==> src/rtl/dio_pkg.sv <==
// Shared constants and types for the digital I/O supervision block.
// Assumes a single 20 MHz module clock and a plain register port.
package dio_pkg;

  // Clock, documented times and threshold range
  localparam int          CLOCK_HZ        = 20_000_000;
  localparam int          HOLD_SHORT_MS   = 15;
  localparam int          HOLD_MID_MS     = 100;
  localparam int          HOLD_LONG_MS    = 200;
  localparam longint      SAVE_PERIOD_S   = 3600;
  localparam int          THRESHOLD_UNIT  = 1000;
  localparam logic [15:0] THRESHOLD_MIN   = 16'h0001;
  localparam logic [15:0] THRESHOLD_MAX   = 16'hFDE8;

  // Widths
  localparam int REG_ADDR_W    = 8;
  localparam int DATA_W        = 32;
  localparam int COUNT_W       = 32;
  localparam int RETAIN_ADDR_W = 8;
  localparam int THRESH_W      = 16;
  localparam int TIMER_W       = 40;

  // Register offsets (byte addresses)
  localparam logic [REG_ADDR_W-1:0] REG_CONFIG      = 8'h00;
  localparam logic [REG_ADDR_W-1:0] REG_OPEN_EN     = 8'h04;
  localparam logic [REG_ADDR_W-1:0] REG_FAULT_MODE  = 8'h08;
  localparam logic [REG_ADDR_W-1:0] REG_IDLE_MODE   = 8'h0C;
  localparam logic [REG_ADDR_W-1:0] REG_THRESHOLD   = 8'h10;
  localparam logic [REG_ADDR_W-1:0] REG_DIAG        = 8'h14;
  localparam logic [REG_ADDR_W-1:0] REG_INT_STATUS  = 8'h18;
  localparam logic [REG_ADDR_W-1:0] REG_INT_MASK    = 8'h1C;
  localparam logic [REG_ADDR_W-1:0] REG_COUNT_SEL   = 8'h20;
  localparam logic [REG_ADDR_W-1:0] REG_COUNT_VALUE = 8'h24;
  localparam logic [REG_ADDR_W-1:0] REG_INPUT_STATE = 8'h28;

  // CONFIG field positions and reset values, plus the THRESHOLD reset value
  localparam int   CFG_HOLD_LSB      = 0;
  localparam int   CFG_SHORT_EN_BIT  = 2;
  localparam int   CFG_RESTART_BIT   = 3;
  localparam int   CFG_COUNT_EN_BIT  = 4;
  localparam logic SHORT_EN_RESET    = 1'b1;
  localparam logic RESTART_RESET     = 1'b0;
  localparam logic COUNT_EN_RESET    = 1'b0;
  localparam logic [THRESH_W-1:0] THRESHOLD_RESET = 16'h0001;

  typedef enum logic [1:0] {
    HOLD_15  = 2'b00,
    HOLD_100 = 2'b01,
    HOLD_200 = 2'b10
  } hold_sel_type;

  typedef enum logic [1:0] {
    FAULT_CLEAR    = 2'b00,
    FAULT_HOLD     = 2'b01,
    FAULT_FORCE_ON = 2'b10
  } fault_mode_type;

  typedef enum logic [1:0] {
    ST_RESTORE = 2'b00,
    ST_RUN     = 2'b01,
    ST_SAVE    = 2'b10
  } phase_type;

  typedef struct packed {
    logic [REG_ADDR_W-1:0] addr;
    logic [DATA_W-1:0]     wdata;
    logic                  wr;
    logic                  rd;
  } reg_req_type;

  typedef struct packed {
    logic                     wr;
    logic                     rd;
    logic [RETAIN_ADDR_W-1:0] addr;
    logic [COUNT_W-1:0]       wdata;
  } retain_req_type;

endpackage

==> src/rtl/input_stretch.sv <==
// Per-channel input hold: each accepted change is kept for the hold time.
// Assumes inputs already synchronous to clock and a synchronised reset.
`timescale 1ns/1ps
module input_stretch
  import dio_pkg::*;
#(
  parameter int          NCH               = 8,
  parameter logic [31:0] HOLD_SHORT_CYCLES = 32'd300000,
  parameter logic [31:0] HOLD_MID_CYCLES   = 32'd2000000,
  parameter logic [31:0] HOLD_LONG_CYCLES  = 32'd4000000
) (
  // Clock, reset, enable
  input  logic               clock,
  input  logic               rst_sync_n,
  input  logic               ce,
  // Control
  input  logic [1:0]         hold_sel,
  // Data
  input  logic [NCH-1:0]     raw_in,
  output logic [NCH-1:0]     held_in
);

  typedef struct packed {
    logic [NCH-1:0][31:0] timer;
    logic [NCH-1:0]       held;
  } stretch_state_type;

  stretch_state_type s;
  stretch_state_type next_s;
  logic [31:0]       hold_cycles;

  // Unused select code falls back to the shortest hold
  always_comb begin
    case (hold_sel)
      HOLD_100: hold_cycles = HOLD_MID_CYCLES;
      HOLD_200: hold_cycles = HOLD_LONG_CYCLES;
      default:  hold_cycles = HOLD_SHORT_CYCLES;
    endcase
  end

  for (genvar i = 0; i < NCH; i++) begin : g_chan
    assign next_s.timer[i] = (s.timer[i] != 32'h0) ? s.timer[i] - 32'h1 :
                             (raw_in[i] != s.held[i]) ? hold_cycles - 32'h1 : 32'h0;
    assign next_s.held[i]  = (s.timer[i] == 32'h0) ? raw_in[i] : s.held[i];
  end

  always_ff @(posedge clock or negedge rst_sync_n) begin
    if (!rst_sync_n) begin
      s <= '0;
    end else if (ce) begin
      s <= next_s;
    end
  end

  assign held_in = s.held;
endmodule

==> src/rtl/dio_supervisor.sv <==
// Digital I/O unit supervision: input hold, output fault handling,
// short/open detection, ON counters with hourly retention, diagnostics.
// Assumes field inputs synchronous to clock and a retained store that
// answers a read one cycle later.
//
// Design decisions made here: the address map and strobed register access.
`timescale 1ns/1ps
module dio_supervisor
  import dio_pkg::*;
#(
  parameter int                 NCH                = 8,
  parameter logic               COUNT_OUTPUTS      = 1'b1,
  parameter logic [31:0]        HOLD_SHORT_CYCLES  = 32'(HOLD_SHORT_MS * (CLOCK_HZ / 1000)),
  parameter logic [31:0]        HOLD_MID_CYCLES    = 32'(HOLD_MID_MS * (CLOCK_HZ / 1000)),
  parameter logic [31:0]        HOLD_LONG_CYCLES   = 32'(HOLD_LONG_MS * (CLOCK_HZ / 1000)),
  parameter logic [TIMER_W-1:0] SAVE_PERIOD_CYCLES = TIMER_W'(SAVE_PERIOD_S * CLOCK_HZ)
) (
  // Clock, reset, enable
  input  logic                   clock,
  input  logic                   rstn,
  input  logic                   ce,
  // Register port
  input  reg_req_type            reg_req,
  output logic [DATA_W-1:0]      reg_rdata,
  // Field side
  input  logic [NCH-1:0]         field_in,
  input  logic                   load_short,
  input  logic [NCH-1:0]         load_open,
  output logic [NCH-1:0]         out_drive,
  output logic [NCH-1:0]         in_held,
  // Controller side
  input  logic [NCH-1:0]         out_cmd,
  input  logic                   comm_fault,
  input  logic                   comm_idle,
  output logic [2*NCH:0]         diag_status,
  output logic                   irq,
  // Retained counter storage
  output retain_req_type         retain_req,
  input  logic [COUNT_W-1:0]     retain_rdata
);

  localparam int ST_W      = 2 * NCH + 1;
  localparam int SHORT_BIT = 2 * NCH;

  typedef struct packed {
    phase_type                     phase;
    logic [RETAIN_ADDR_W-1:0]      idx;
    logic                          pend;
    logic [TIMER_W-1:0]            hour_timer;
    logic [NCH-1:0][COUNT_W-1:0]   count;
    logic [NCH-1:0]                prev_on;
    logic [NCH-1:0]                drive;
    logic                          short_err;
    logic [NCH-1:0]                open_err;
    logic [NCH-1:0]                count_err;
    logic [1:0]                    hold_sel;
    logic                          short_en;
    logic                          restart_manual;
    logic                          count_en;
    logic [NCH-1:0]                open_en;
    logic [NCH-1:0][1:0]           fault_mode;
    logic [NCH-1:0][1:0]           idle_mode;
    logic [THRESH_W-1:0]           threshold;
    logic [ST_W-1:0]               mask;
    logic [ST_W-1:0]               status;
    logic [ST_W-1:0]               diag_prev;
    logic [RETAIN_ADDR_W-1:0]      count_sel;
    logic [DATA_W-1:0]             rdata;
    retain_req_type                retain_req;
  } top_state_type;

  top_state_type               s;
  top_state_type               next_s;
  logic [1:0]                  rst_pipe;
  logic                        rst_sync_n;
  logic [NCH-1:0]              chan_on;
  logic [NCH-1:0]              rise;
  logic [NCH-1:0]              next_drive;
  logic [NCH-1:0]              next_open;
  logic [NCH-1:0]              next_count_err;
  logic [NCH-1:0][COUNT_W-1:0] counted;
  logic [COUNT_W-1:0]          limit;
  logic [ST_W-1:0]             diag;
  logic [ST_W-1:0]             events;
  logic [ST_W-1:0]             status_clear;
  logic [THRESH_W-1:0]         thr_wr;
  logic                        cfg_write;
  logic                        thr_write;

  ////////////////////////////////////////////////////////////////////////////
  // Reset release and input hold

  always_ff @(posedge clock or negedge rstn) begin
    if (!rstn) begin
      rst_pipe <= 2'h0;
    end else begin
      rst_pipe <= {rst_pipe[0], 1'b1};
    end
  end

  assign rst_sync_n = rst_pipe[1];

  input_stretch #(
    .NCH               (NCH),
    .HOLD_SHORT_CYCLES (HOLD_SHORT_CYCLES),
    .HOLD_MID_CYCLES   (HOLD_MID_CYCLES),
    .HOLD_LONG_CYCLES  (HOLD_LONG_CYCLES)
  ) u_stretch (
    .clock      (clock),
    .rst_sync_n (rst_sync_n),
    .ce         (ce),
    .hold_sel   (s.hold_sel),
    .raw_in     (field_in),
    .held_in    (in_held)
  );

  ////////////////////////////////////////////////////////////////////////////
  // Per-channel output, detection and counting

  // Limit stays below 2^26, so the product never wraps
  assign limit = COUNT_W'(s.threshold) * COUNT_W'(THRESHOLD_UNIT);

  for (genvar i = 0; i < NCH; i++) begin : g_chan
    // Idle wins over fault; the stored idle mode is deliberately ignored
    assign next_drive[i] = comm_idle  ? 1'b0 :
                           !comm_fault ? out_cmd[i] :
                           (s.fault_mode[i] == FAULT_HOLD)     ? s.drive[i] :
                           (s.fault_mode[i] == FAULT_FORCE_ON);
    assign next_open[i]  = s.open_en[i] & load_open[i];
    assign chan_on[i]    = COUNT_OUTPUTS ? s.drive[i] : in_held[i];
    assign rise[i]       = chan_on[i] & ~s.prev_on[i];
    // Counting is suspended until the saved values are back
    assign counted[i]    = (rise[i] && s.phase != ST_RESTORE && s.count[i] != '1) ?
                           s.count[i] + COUNT_W'(1) : s.count[i];
    assign next_count_err[i] = s.count_en & (s.count[i] > limit);
  end

  assign diag   = {s.short_err, s.count_err, s.open_err};
  assign events = diag & ~s.diag_prev;

  // Out-of-range threshold writes are clamped into 1..65000
  assign thr_wr = (reg_req.wdata[THRESH_W-1:0] < THRESHOLD_MIN) ? THRESHOLD_MIN :
                  (reg_req.wdata[THRESH_W-1:0] > THRESHOLD_MAX) ? THRESHOLD_MAX :
                  reg_req.wdata[THRESH_W-1:0];

  assign cfg_write    = reg_req.wr && (reg_req.addr == REG_CONFIG);
  assign thr_write    = reg_req.wr && (reg_req.addr == REG_THRESHOLD);
  assign status_clear = (reg_req.rd && reg_req.addr == REG_INT_STATUS) ? s.status : '0;

  ////////////////////////////////////////////////////////////////////////////
  // Next state

  always_comb begin
    next_s            = s;
    next_s.retain_req = '0;
    next_s.rdata      = '0;
    next_s.drive      = next_drive;
    next_s.open_err   = next_open;
    next_s.count_err  = next_count_err;
    next_s.prev_on    = chan_on;
    next_s.count      = counted;
    next_s.diag_prev  = diag;
    // A new event outweighs a clearing read in the same cycle
    next_s.status     = (s.status & ~status_clear) | events;

    if (!s.short_en) begin
      next_s.short_err = 1'b0;
    end else if (load_short) begin
      next_s.short_err = 1'b1;
    end else if (!s.restart_manual) begin
      next_s.short_err = 1'b0;
    end

    if (reg_req.wr) begin
      case (reg_req.addr)
        REG_CONFIG: begin
          next_s.hold_sel       = reg_req.wdata[CFG_HOLD_LSB +: 2];
          next_s.short_en       = reg_req.wdata[CFG_SHORT_EN_BIT];
          next_s.restart_manual = reg_req.wdata[CFG_RESTART_BIT];
          next_s.count_en       = reg_req.wdata[CFG_COUNT_EN_BIT];
        end
        REG_OPEN_EN:    next_s.open_en    = reg_req.wdata[NCH-1:0];
        REG_FAULT_MODE: next_s.fault_mode = reg_req.wdata[2*NCH-1:0];
        REG_IDLE_MODE:  next_s.idle_mode  = reg_req.wdata[2*NCH-1:0];
        REG_THRESHOLD:  next_s.threshold  = thr_wr;
        REG_INT_MASK:   next_s.mask       = reg_req.wdata[ST_W-1:0];
        REG_COUNT_SEL:  next_s.count_sel  = reg_req.wdata[RETAIN_ADDR_W-1:0];
        default: begin
        end
      endcase
    end

    if (reg_req.rd) begin
      case (reg_req.addr)
        REG_CONFIG:      next_s.rdata = DATA_W'({s.count_en, s.restart_manual,
                                                 s.short_en, s.hold_sel});
        REG_OPEN_EN:     next_s.rdata = DATA_W'(s.open_en);
        REG_FAULT_MODE:  next_s.rdata = DATA_W'(s.fault_mode);
        REG_IDLE_MODE:   next_s.rdata = DATA_W'(s.idle_mode);
        REG_THRESHOLD:   next_s.rdata = DATA_W'(s.threshold);
        REG_DIAG:        next_s.rdata = DATA_W'(diag);
        REG_INT_STATUS:  next_s.rdata = DATA_W'(s.status);
        REG_INT_MASK:    next_s.rdata = DATA_W'(s.mask);
        REG_COUNT_SEL:   next_s.rdata = DATA_W'(s.count_sel);
        REG_COUNT_VALUE: next_s.rdata = (s.count_sel < RETAIN_ADDR_W'(NCH)) ?
                                        s.count[s.count_sel] : '0;
        REG_INPUT_STATE: next_s.rdata = DATA_W'(in_held);
        default:         next_s.rdata = '0;
      endcase
    end

    // Hour timer runs from the end of restore, saves included
    if (s.phase != ST_RESTORE) begin
      if (s.hour_timer == SAVE_PERIOD_CYCLES - TIMER_W'(1)) begin
        next_s.hour_timer = '0;
      end else begin
        next_s.hour_timer = s.hour_timer + TIMER_W'(1);
      end
    end

    case (s.phase)
      ST_RESTORE: begin
        if (!s.pend) begin
          next_s.retain_req.rd   = 1'b1;
          next_s.retain_req.addr = s.idx;
          next_s.pend            = 1'b1;
        end else if (!s.retain_req.rd) begin
          // The store answers in the cycle after the strobe, not during it
          next_s.count[s.idx] = retain_rdata;
          next_s.pend         = 1'b0;
          if (s.idx == RETAIN_ADDR_W'(NCH - 1)) begin
            next_s.idx   = '0;
            next_s.phase = ST_RUN;
          end else begin
            next_s.idx = s.idx + RETAIN_ADDR_W'(1);
          end
        end
      end
      ST_RUN: begin
        if (s.hour_timer == SAVE_PERIOD_CYCLES - TIMER_W'(1)) begin
          next_s.phase = ST_SAVE;
        end
      end
      ST_SAVE: begin
        // One word per cycle; an ON edge on a channel already written or being written lands in the next save
        next_s.retain_req.wr    = 1'b1;
        next_s.retain_req.addr  = s.idx;
        next_s.retain_req.wdata = s.count[s.idx];
        if (s.idx == RETAIN_ADDR_W'(NCH - 1)) begin
          next_s.idx   = '0;
          next_s.phase = ST_RUN;
        end else begin
          next_s.idx = s.idx + RETAIN_ADDR_W'(1);
        end
      end
      default: begin
        next_s.phase = ST_RESTORE;
        next_s.idx   = '0;
      end
    endcase
  end

  ////////////////////////////////////////////////////////////////////////////
  // State register; manual short latch clears here at power-up, or when a CONFIG write clears short_en or restart_manual

  always_ff @(posedge clock or negedge rst_sync_n) begin
    if (!rst_sync_n) begin
      s                <= '0;
      s.phase          <= ST_RESTORE;
      s.short_en       <= SHORT_EN_RESET;
      s.restart_manual <= RESTART_RESET;
      s.count_en       <= COUNT_EN_RESET;
      s.threshold      <= THRESHOLD_RESET;
    end else if (ce) begin
      s <= next_s;
    end
  end

  assign out_drive   = s.drive;
  assign diag_status = diag;
  assign irq         = |(s.status & s.mask);
  assign reg_rdata   = s.rdata;
  assign retain_req  = s.retain_req;
endmodule

==> config.mk <==
export PLATFORM = sky130hd
export DESIGN_NAME = dio_supervisor
export DESIGN_NICKNAME = d
export VERILOG_FILES = /design/src/rtl/dio_pkg.sv /design/src/rtl/input_stretch.sv /design/src/rtl/dio_supervisor.sv
export SDC_FILE = /design/constraint.sdc
export NUM_CORES = 2
export LEC_CHECK = 0
export ABC_AREA = 1
export BUFFER_PORTS_ARGS = -buffer_cell sky130_fd_sc_hd__buf_2
export CAP_MARGIN = 40
export CORE_ASPECT_RATIO = 0.75
export CORE_UTILIZATION = 35
export CTS_BUF_LIST = sky130_fd_sc_hd__clkbuf_2
export CTS_CLUSTER_DIAMETER = 120
export CTS_CLUSTER_SIZE = 12
export DETAILED_ROUTE_END_ITERATION = 7
export PLACE_DENSITY_LB_ADDON = 0.25
export REMOVE_ABC_BUFFERS = 1
export SLEW_MARGIN = 40
export SYNTH_ARGS = -nofsm -noshare
export SYNTH_HDL_FRONTEND = slang
export SYNTH_SLANG_ARGS = --single-unit
==> constraint.sdc <==
create_clock -name clock -period 26.2 [get_ports clock]
set_clock_uncertainty 0.1 [all_clocks]
set_input_delay 3.93 -clock clock [delete_from_list [all_inputs] [get_ports clock]]
set_output_delay 3.93 -clock clock [all_outputs]
set_load 0.02 [all_outputs]
## After elaboration in Yosys (flattened, before gate mapping)

Index checks and enable logic that the tools add are counted.

| cells by class | value |
|---|---|
| add/sub/neg operators | 19 |
| $mul | 1 |
| magnitude comparators | 14 |
| eq/ne operators | 60 |
| muxes and demuxes | 82 |
| bitwise logic cells | 39 |
| reduce and logical (&&, ||, !) cells | 66 |

Operators with widths:

| kind | number |
|---|---|
| $mux W32 | 30 |
| $mux W256 | 3 |
| $pmux W32 S11 | 1 |
| $add A32 B1 Y32 const B | 8 |
| $bwmux W256 | 1 |
| $gt A32 B26 Y1 | 8 |
| $logic_not A32 Y1 | 8 |
| $ne A32 B32 Y1 const B | 8 |
| $reduce_bool A32 Y1 | 8 |
| $sub A32 B1 Y32 const B | 8 |
| $bmux W32 S3 | 2 |
| $demux W32 S3 | 1 |
| $and A17 B17 Y17 | 3 |
| $pmux W22 S2 | 1 |
| $add A40 B1 Y40 const B | 1 |
| $eq A40 B37 Y1 const B | 1 |
| $mux W40 | 1 |
| $reduce_and A2 Y1 | 19 |
| $not A17 Y17 | 2 |
| $eq A8 B5 Y1 const B | 4 |
| $mux W16 | 2 |
| $mux W1 | 30 |
| $ne A3 B3 Y1 const B | 9 |
| $and A1 B1 Y1 | 24 |
| 32 further kinds | 98 |

| storage, ports and cells | value |
|---|---|
| register bits after elaboration | 800 |
| bits of input ports | 104 |
| output and inout port bits | 108 |

## Depth between registers and ports, before layout

| logic depth | value |
|---|---|
| depth after elaboration | 9 |
| gate-level depth with buffers | 29 |
| depth with buffers taken out | 29 |

## By module

From an unflattened synthesis, not the netlist that was laid out.

| unflattened totals | value |
|---|---|
| cell total of the unflattened synthesis | 9,728 |
| area, all modules | 64,130.3 µm² |

By module, submodules not included:

| module | instances | cells an instance | area each (µm²) | sequential area each (µm²) |
|---|---|---|---|---|
| dio_supervisor | 1 | 6,731 | 45,144.5 | 13,415.4 |
| input_stretch | 1 | 2,997 | 18,985.7 | 6,606.3 |

## Worst setup path after synthesis

Ideal clock, no wire load.

| timing path | value |
|---|---|
| kind | register to register |
| start point | reg s[133] (netlist bit) |
| end point | reg s (netlist bit diag_status[10]) |
| library setup time | 0.117 ns |
| arrival time | 5.361 ns |
| data required time | 25.983 ns |
| slack | 20.623 ns |
| stages on the path, launching flop included | 25 |
| path buffers | 0 |
| clock period less this slack | 5.577 ns |
| path through | dfstp_2 > fa_1 > fa_1 > inv_1 > fa_1 > fa_1 > inv_1 > ha_1 > inv_1 > o31ai_1 > a31oi_1 > o21ai_0 > nand2_1 > nand2_1 > xor2_1 > ha_1 > nand2_1 > nor4_1 > nand4_1 > nand3_1 > nand2_1 > inv_1 > nand2_1 > nand2_1 > nand2_1 |

| between the ends | value |
|---|---|
| longest elaborated chain between the ends | 3 |

Ends and longest elaborated chain:

| what | RTL line | text |
|---|---|---|
| start: declaration | dio_supervisor.sv:72 | `top_state_type s;` |
| start signal: assignment | dio_supervisor.sv:275 | `s <= next_s;` |
| $mul A16 B7 Y23 | dio_supervisor.sv:121 | `assign limit = COUNT_W'(s.threshold) * COUNT_W'(THRESHOLD_UNIT);` |
| $gt A32 B26 Y1 | dio_supervisor.sv:135 | `assign next_count_err[i] = s.count_en & (s.count[i] > limit);` |
| $and A1 B1 Y1 | dio_supervisor.sv:135 |  |

No other way between the ends.
A chain may end at the register's enable or synchronous reset.

## Worst setup path in the final report

Same ends and word-level chain as after synthesis.

==> results.cfg <==
[grt]
grt_pass1_vias = 58593
antenna_found_initial = 33
grt_max_degree = 151
grtUsageTotal_pct = 31.5
grt_first_pass_wirelength_mm = 413
overflow = 0

[floorplanning]
fp.dieH_um = 366
start_util_pct = 35.2
rows = 133
core_mm2 = 0.175
io_pins = 212
fp.dieW_um = 487
dieArea_mm2 = 0.178

[yosys]
synth_compound_area_share_pct = 16.2
synth_adder_area_share_pct = 7.14
syn_area_mm2 = 0.0618
ys_warn_count = 0
synth_edf_count = 0
synth_xor_area_share_pct = 4.84
synth_flop_cell = dfrtp_1
syn_avg_cell_area_um2 = 6.86
synthMuxAreaShare_pct = 0.0365
synth_cells = 9002
ys_types = 69
ys_seq_area_share_pct = 32.4
synthSimpleGateAreaFrac_pct = 29.3
async_flop_share_pct = 100
synth-seq-cells = 800
synth_top_family_by_area = simple AND/OR/NAND/NOR gates

[clock_network]
h-tree-depth = 3
cts_max_path_buffers = 3
root_buffer = clkbuf_2
hold_buffers = 0
cts_buffers = 77
cts_tree = built
post_cts_buffers = 0
clock_latency_ps = 1680
path_clk_slew_ps = 260
clock_sink_count = 800
post_cts_resized = 0

[route]
routed_wl_mm = 288
antenna_left = 0
drt_iter0_markers = 9006
wl_per_cell_um = 25.4
drc = 0
viasPerCell = 5.71
dr.pass1.iters = 8
via_count = 64696

[flow_run]
drv_cap = 0

[pwr]
p_leak_nw = 31.0
switching_share_pct = 54.3
p_switching_mw = 2.69
combPwrFrac_pct = 55.7
clkPwrFrac_pct = 12.5
power_frac_seq_pct = 31.8
internal_power_mw = 2.26
peakVddDrop_mv = 0.224
p_per_area_mw_per_mm2 = 76.1

[placement]
gp_congestion = 1.07
placed_area_mm2 = 0.0643
port_buffers = 196
placed_cells = 11206
hpwl_mm = 219

[worst_setup_path]
worstPathArrival_ps = 8880
worstPathRequired_ps = 27560
crit_type = flop to flop
cp_max_fo = 14
start_kind = flop
worstSetupEndpointType = flop

[cells_and_area]
final_core_util_pct = 37.1
syn2layout_area_growth_pct = 5.24
num-fill-cells = 18885
layout.nets = 9349
stdcell_count = 11337
stdcell_area_mm2 = 0.0650
drive_gt1_share_pct = 6.62

[sta]
relSlewSlack_pct = 31.7
setup-tns-final_ps = 0
hold_viol = 0
drv_slew = 0
setup_viol_count_final = 0
max_freq_ghz = 0.133
final.min_clock_period_ps = 7520
whs_ps = 242
min_period_over_period_pct = 28.7
rsz0062_at_grt = false
worst_pin_slew_ps = 1010

[min_path]
hold_class = flop to async pin

[run_status]
status = finished, final reports clean
cells in the final DEF (no fill, tap or decap), types with 99 or more instances in the layout:
cell type / instances
nand3_1: 454
ha_1: 265
xor2_1: 311
a21oi_1: 470
clkbuf_2: 99
dfrtp_1: 794
nor2_1: 935
o211ai_1: 106
inv_1: 1004
nand4_1: 171
nor3_1: 253
nand2_1: 2206
buf_2: 195
o21ai_0: 881
registers in the layout, indices dropped and copies added (netlist names):
signal	flops
reg_rdata	32
u_stretch.s	256
u_stretch.held_in	8
diag_status	17
s	435
out_drive	8
retain_req	42
rst_pipe	2
routing by layer:
metal / track usage (%) / up-vias / wire length (um)
met5: 0 / - / 221
met3: 9.91 / 483 / 36800
met2: 41.6 / 3494 / 111000
met4: 10.9 / 30 / 11000
met1: 47.0 / 31278 / 129000
li1: - / 29411 / -
logic make-up after synthesis:
logic type      Yosys count
compound gates         1817
xor+xnor                341
fa+ha+maj               320
buf+inv                1484
flops                   800
mux                       2
other cells               1
simple gates           4237
per-stage QoR:
stage	power [mW]	setup WS [ps]
2_1_floorplan	2.98	2150
3_3_place_gp	4.14	18320
3_5_place_dp	4.19	18260
4_1_cts	4.82	18700
5_1_grt	5.22	18400
6_report	4.95	18680
area by class of cell:
cell class                      count  area (um2)  area share (%)
Sequential cell                   800       20000            30.8
Clock buffer                       99         495           0.762
Tap cell                         2362        2960            4.55
Inverter                         1045        3940            6.06
Clock inverter                     11        98.8           0.152
Antenna cell                       19        47.5          0.0731
Multi-Input combinational cell   6718       35700            54.8
Timing Repair Buffer              283        1780            2.74
Yosys cell counts, types with 6 or more instances:
library cell	instances	area [um2]
nand2_1	2210	8300
inv_1	1008	3780
nor2_1	936	3510
o21ai_0	889	4450
dfrtp_1	798	20000
a21oi_1	470	2350
nand3_1	455	2280
xor2_1	316	2770
ha_1	266	3330
nor3_1	258	1290
clkbuf_1	183	687
nand4_1	171	1070
buf_4	127	953
o211ai_1	106	796
o22ai_1	96	601
a22oi_1	89	668
buf_2	85	425
a31oi_1	57	357
fa_1	54	1080
nor2_2	45	282
nor4_1	42	263
buf_1	32	120
o21ai_1	32	160
inv_2	29	109
xnor2_1	25	219
nand2_2	21	131
nor3_2	16	160
or2_2	16	100
o21bai_1	15	113
a22o_1	14	123
nor2_4	11	124
nand3b_1	10	75.1
nor3b_1	10	75.1
nand3_2	9	90.1
buf_6	8	90.1
o221ai_1	8	70.1
clkinv_1	7	26.3
o21a_1	7	52.6
o31ai_1	7	52.6
a221oi_1	6	52.6
final timing paths:
| kind | from | slack (ps) | endpoint | cells past startpoint |
|---|---|---|---|---|
| min | rst_pipe[1]$_DFF_PN0_ | 240 | s[493]$_DFFE_PN0P_ | 0 |
| min reg2reg | rst_pipe[1]$_DFF_PN0_ | 240 | s[493]$_DFFE_PN0P_ | 0 |
| max in group asynchronous | rst_pipe[1]$_DFF_PN0_ | 23640 | u_stretch.s[152]$_DFFE_PN0P_ | 3 |
| max | s[133]$_DFFE_PN1P_ | 18680 | diag_status[10]$_DFFE_PN0P_ | 26 |
| max reg2reg | s[133]$_DFFE_PN1P_ | 18680 | diag_status[10]$_DFFE_PN0P_ | 26 |
| min in group clock | rst_pipe[0]$_DFF_PN0_ | 290 | rst_pipe[1]$_DFF_PN0_ | 0 |
worst max-delay path, stage by stage (launching register included):
cell     delay (ps)
dfstp_2         570
buf_4           450
fa_1            560
fa_1            520
inv_1            50
fa_1            480
fa_1            530
inv_1            50
ha_1            310
inv_1           100
o31ai_1         450
a31oi_1         240
o21ai_0         340
nand2_1          90
nand2_1          80
xor2_1          150
buf_4           390
ha_1            190
nand2_1          80
nor4_1          630
nand4_1         350
nand3_1         180
nand2_1          60
inv_1            60
nand2_1         180
nand2_1         120
nand2_1          60
power by group through the flow:
stage / sequential (mW) / combinational [mW] / clock (mW)
6_report: 1.58 / 2.76 / 0.616
5_1_grt: 1.58 / 2.97 / 0.672
4_1_cts: 1.56 / 2.62 / 0.635
3_5_place_dp: 1.58 / 2.61 / 0
3_3_place_gp: 1.58 / 2.56 / 0
2_1_floorplan: 1.52 / 1.47 / 0
(Power assumes the default switching activity.)
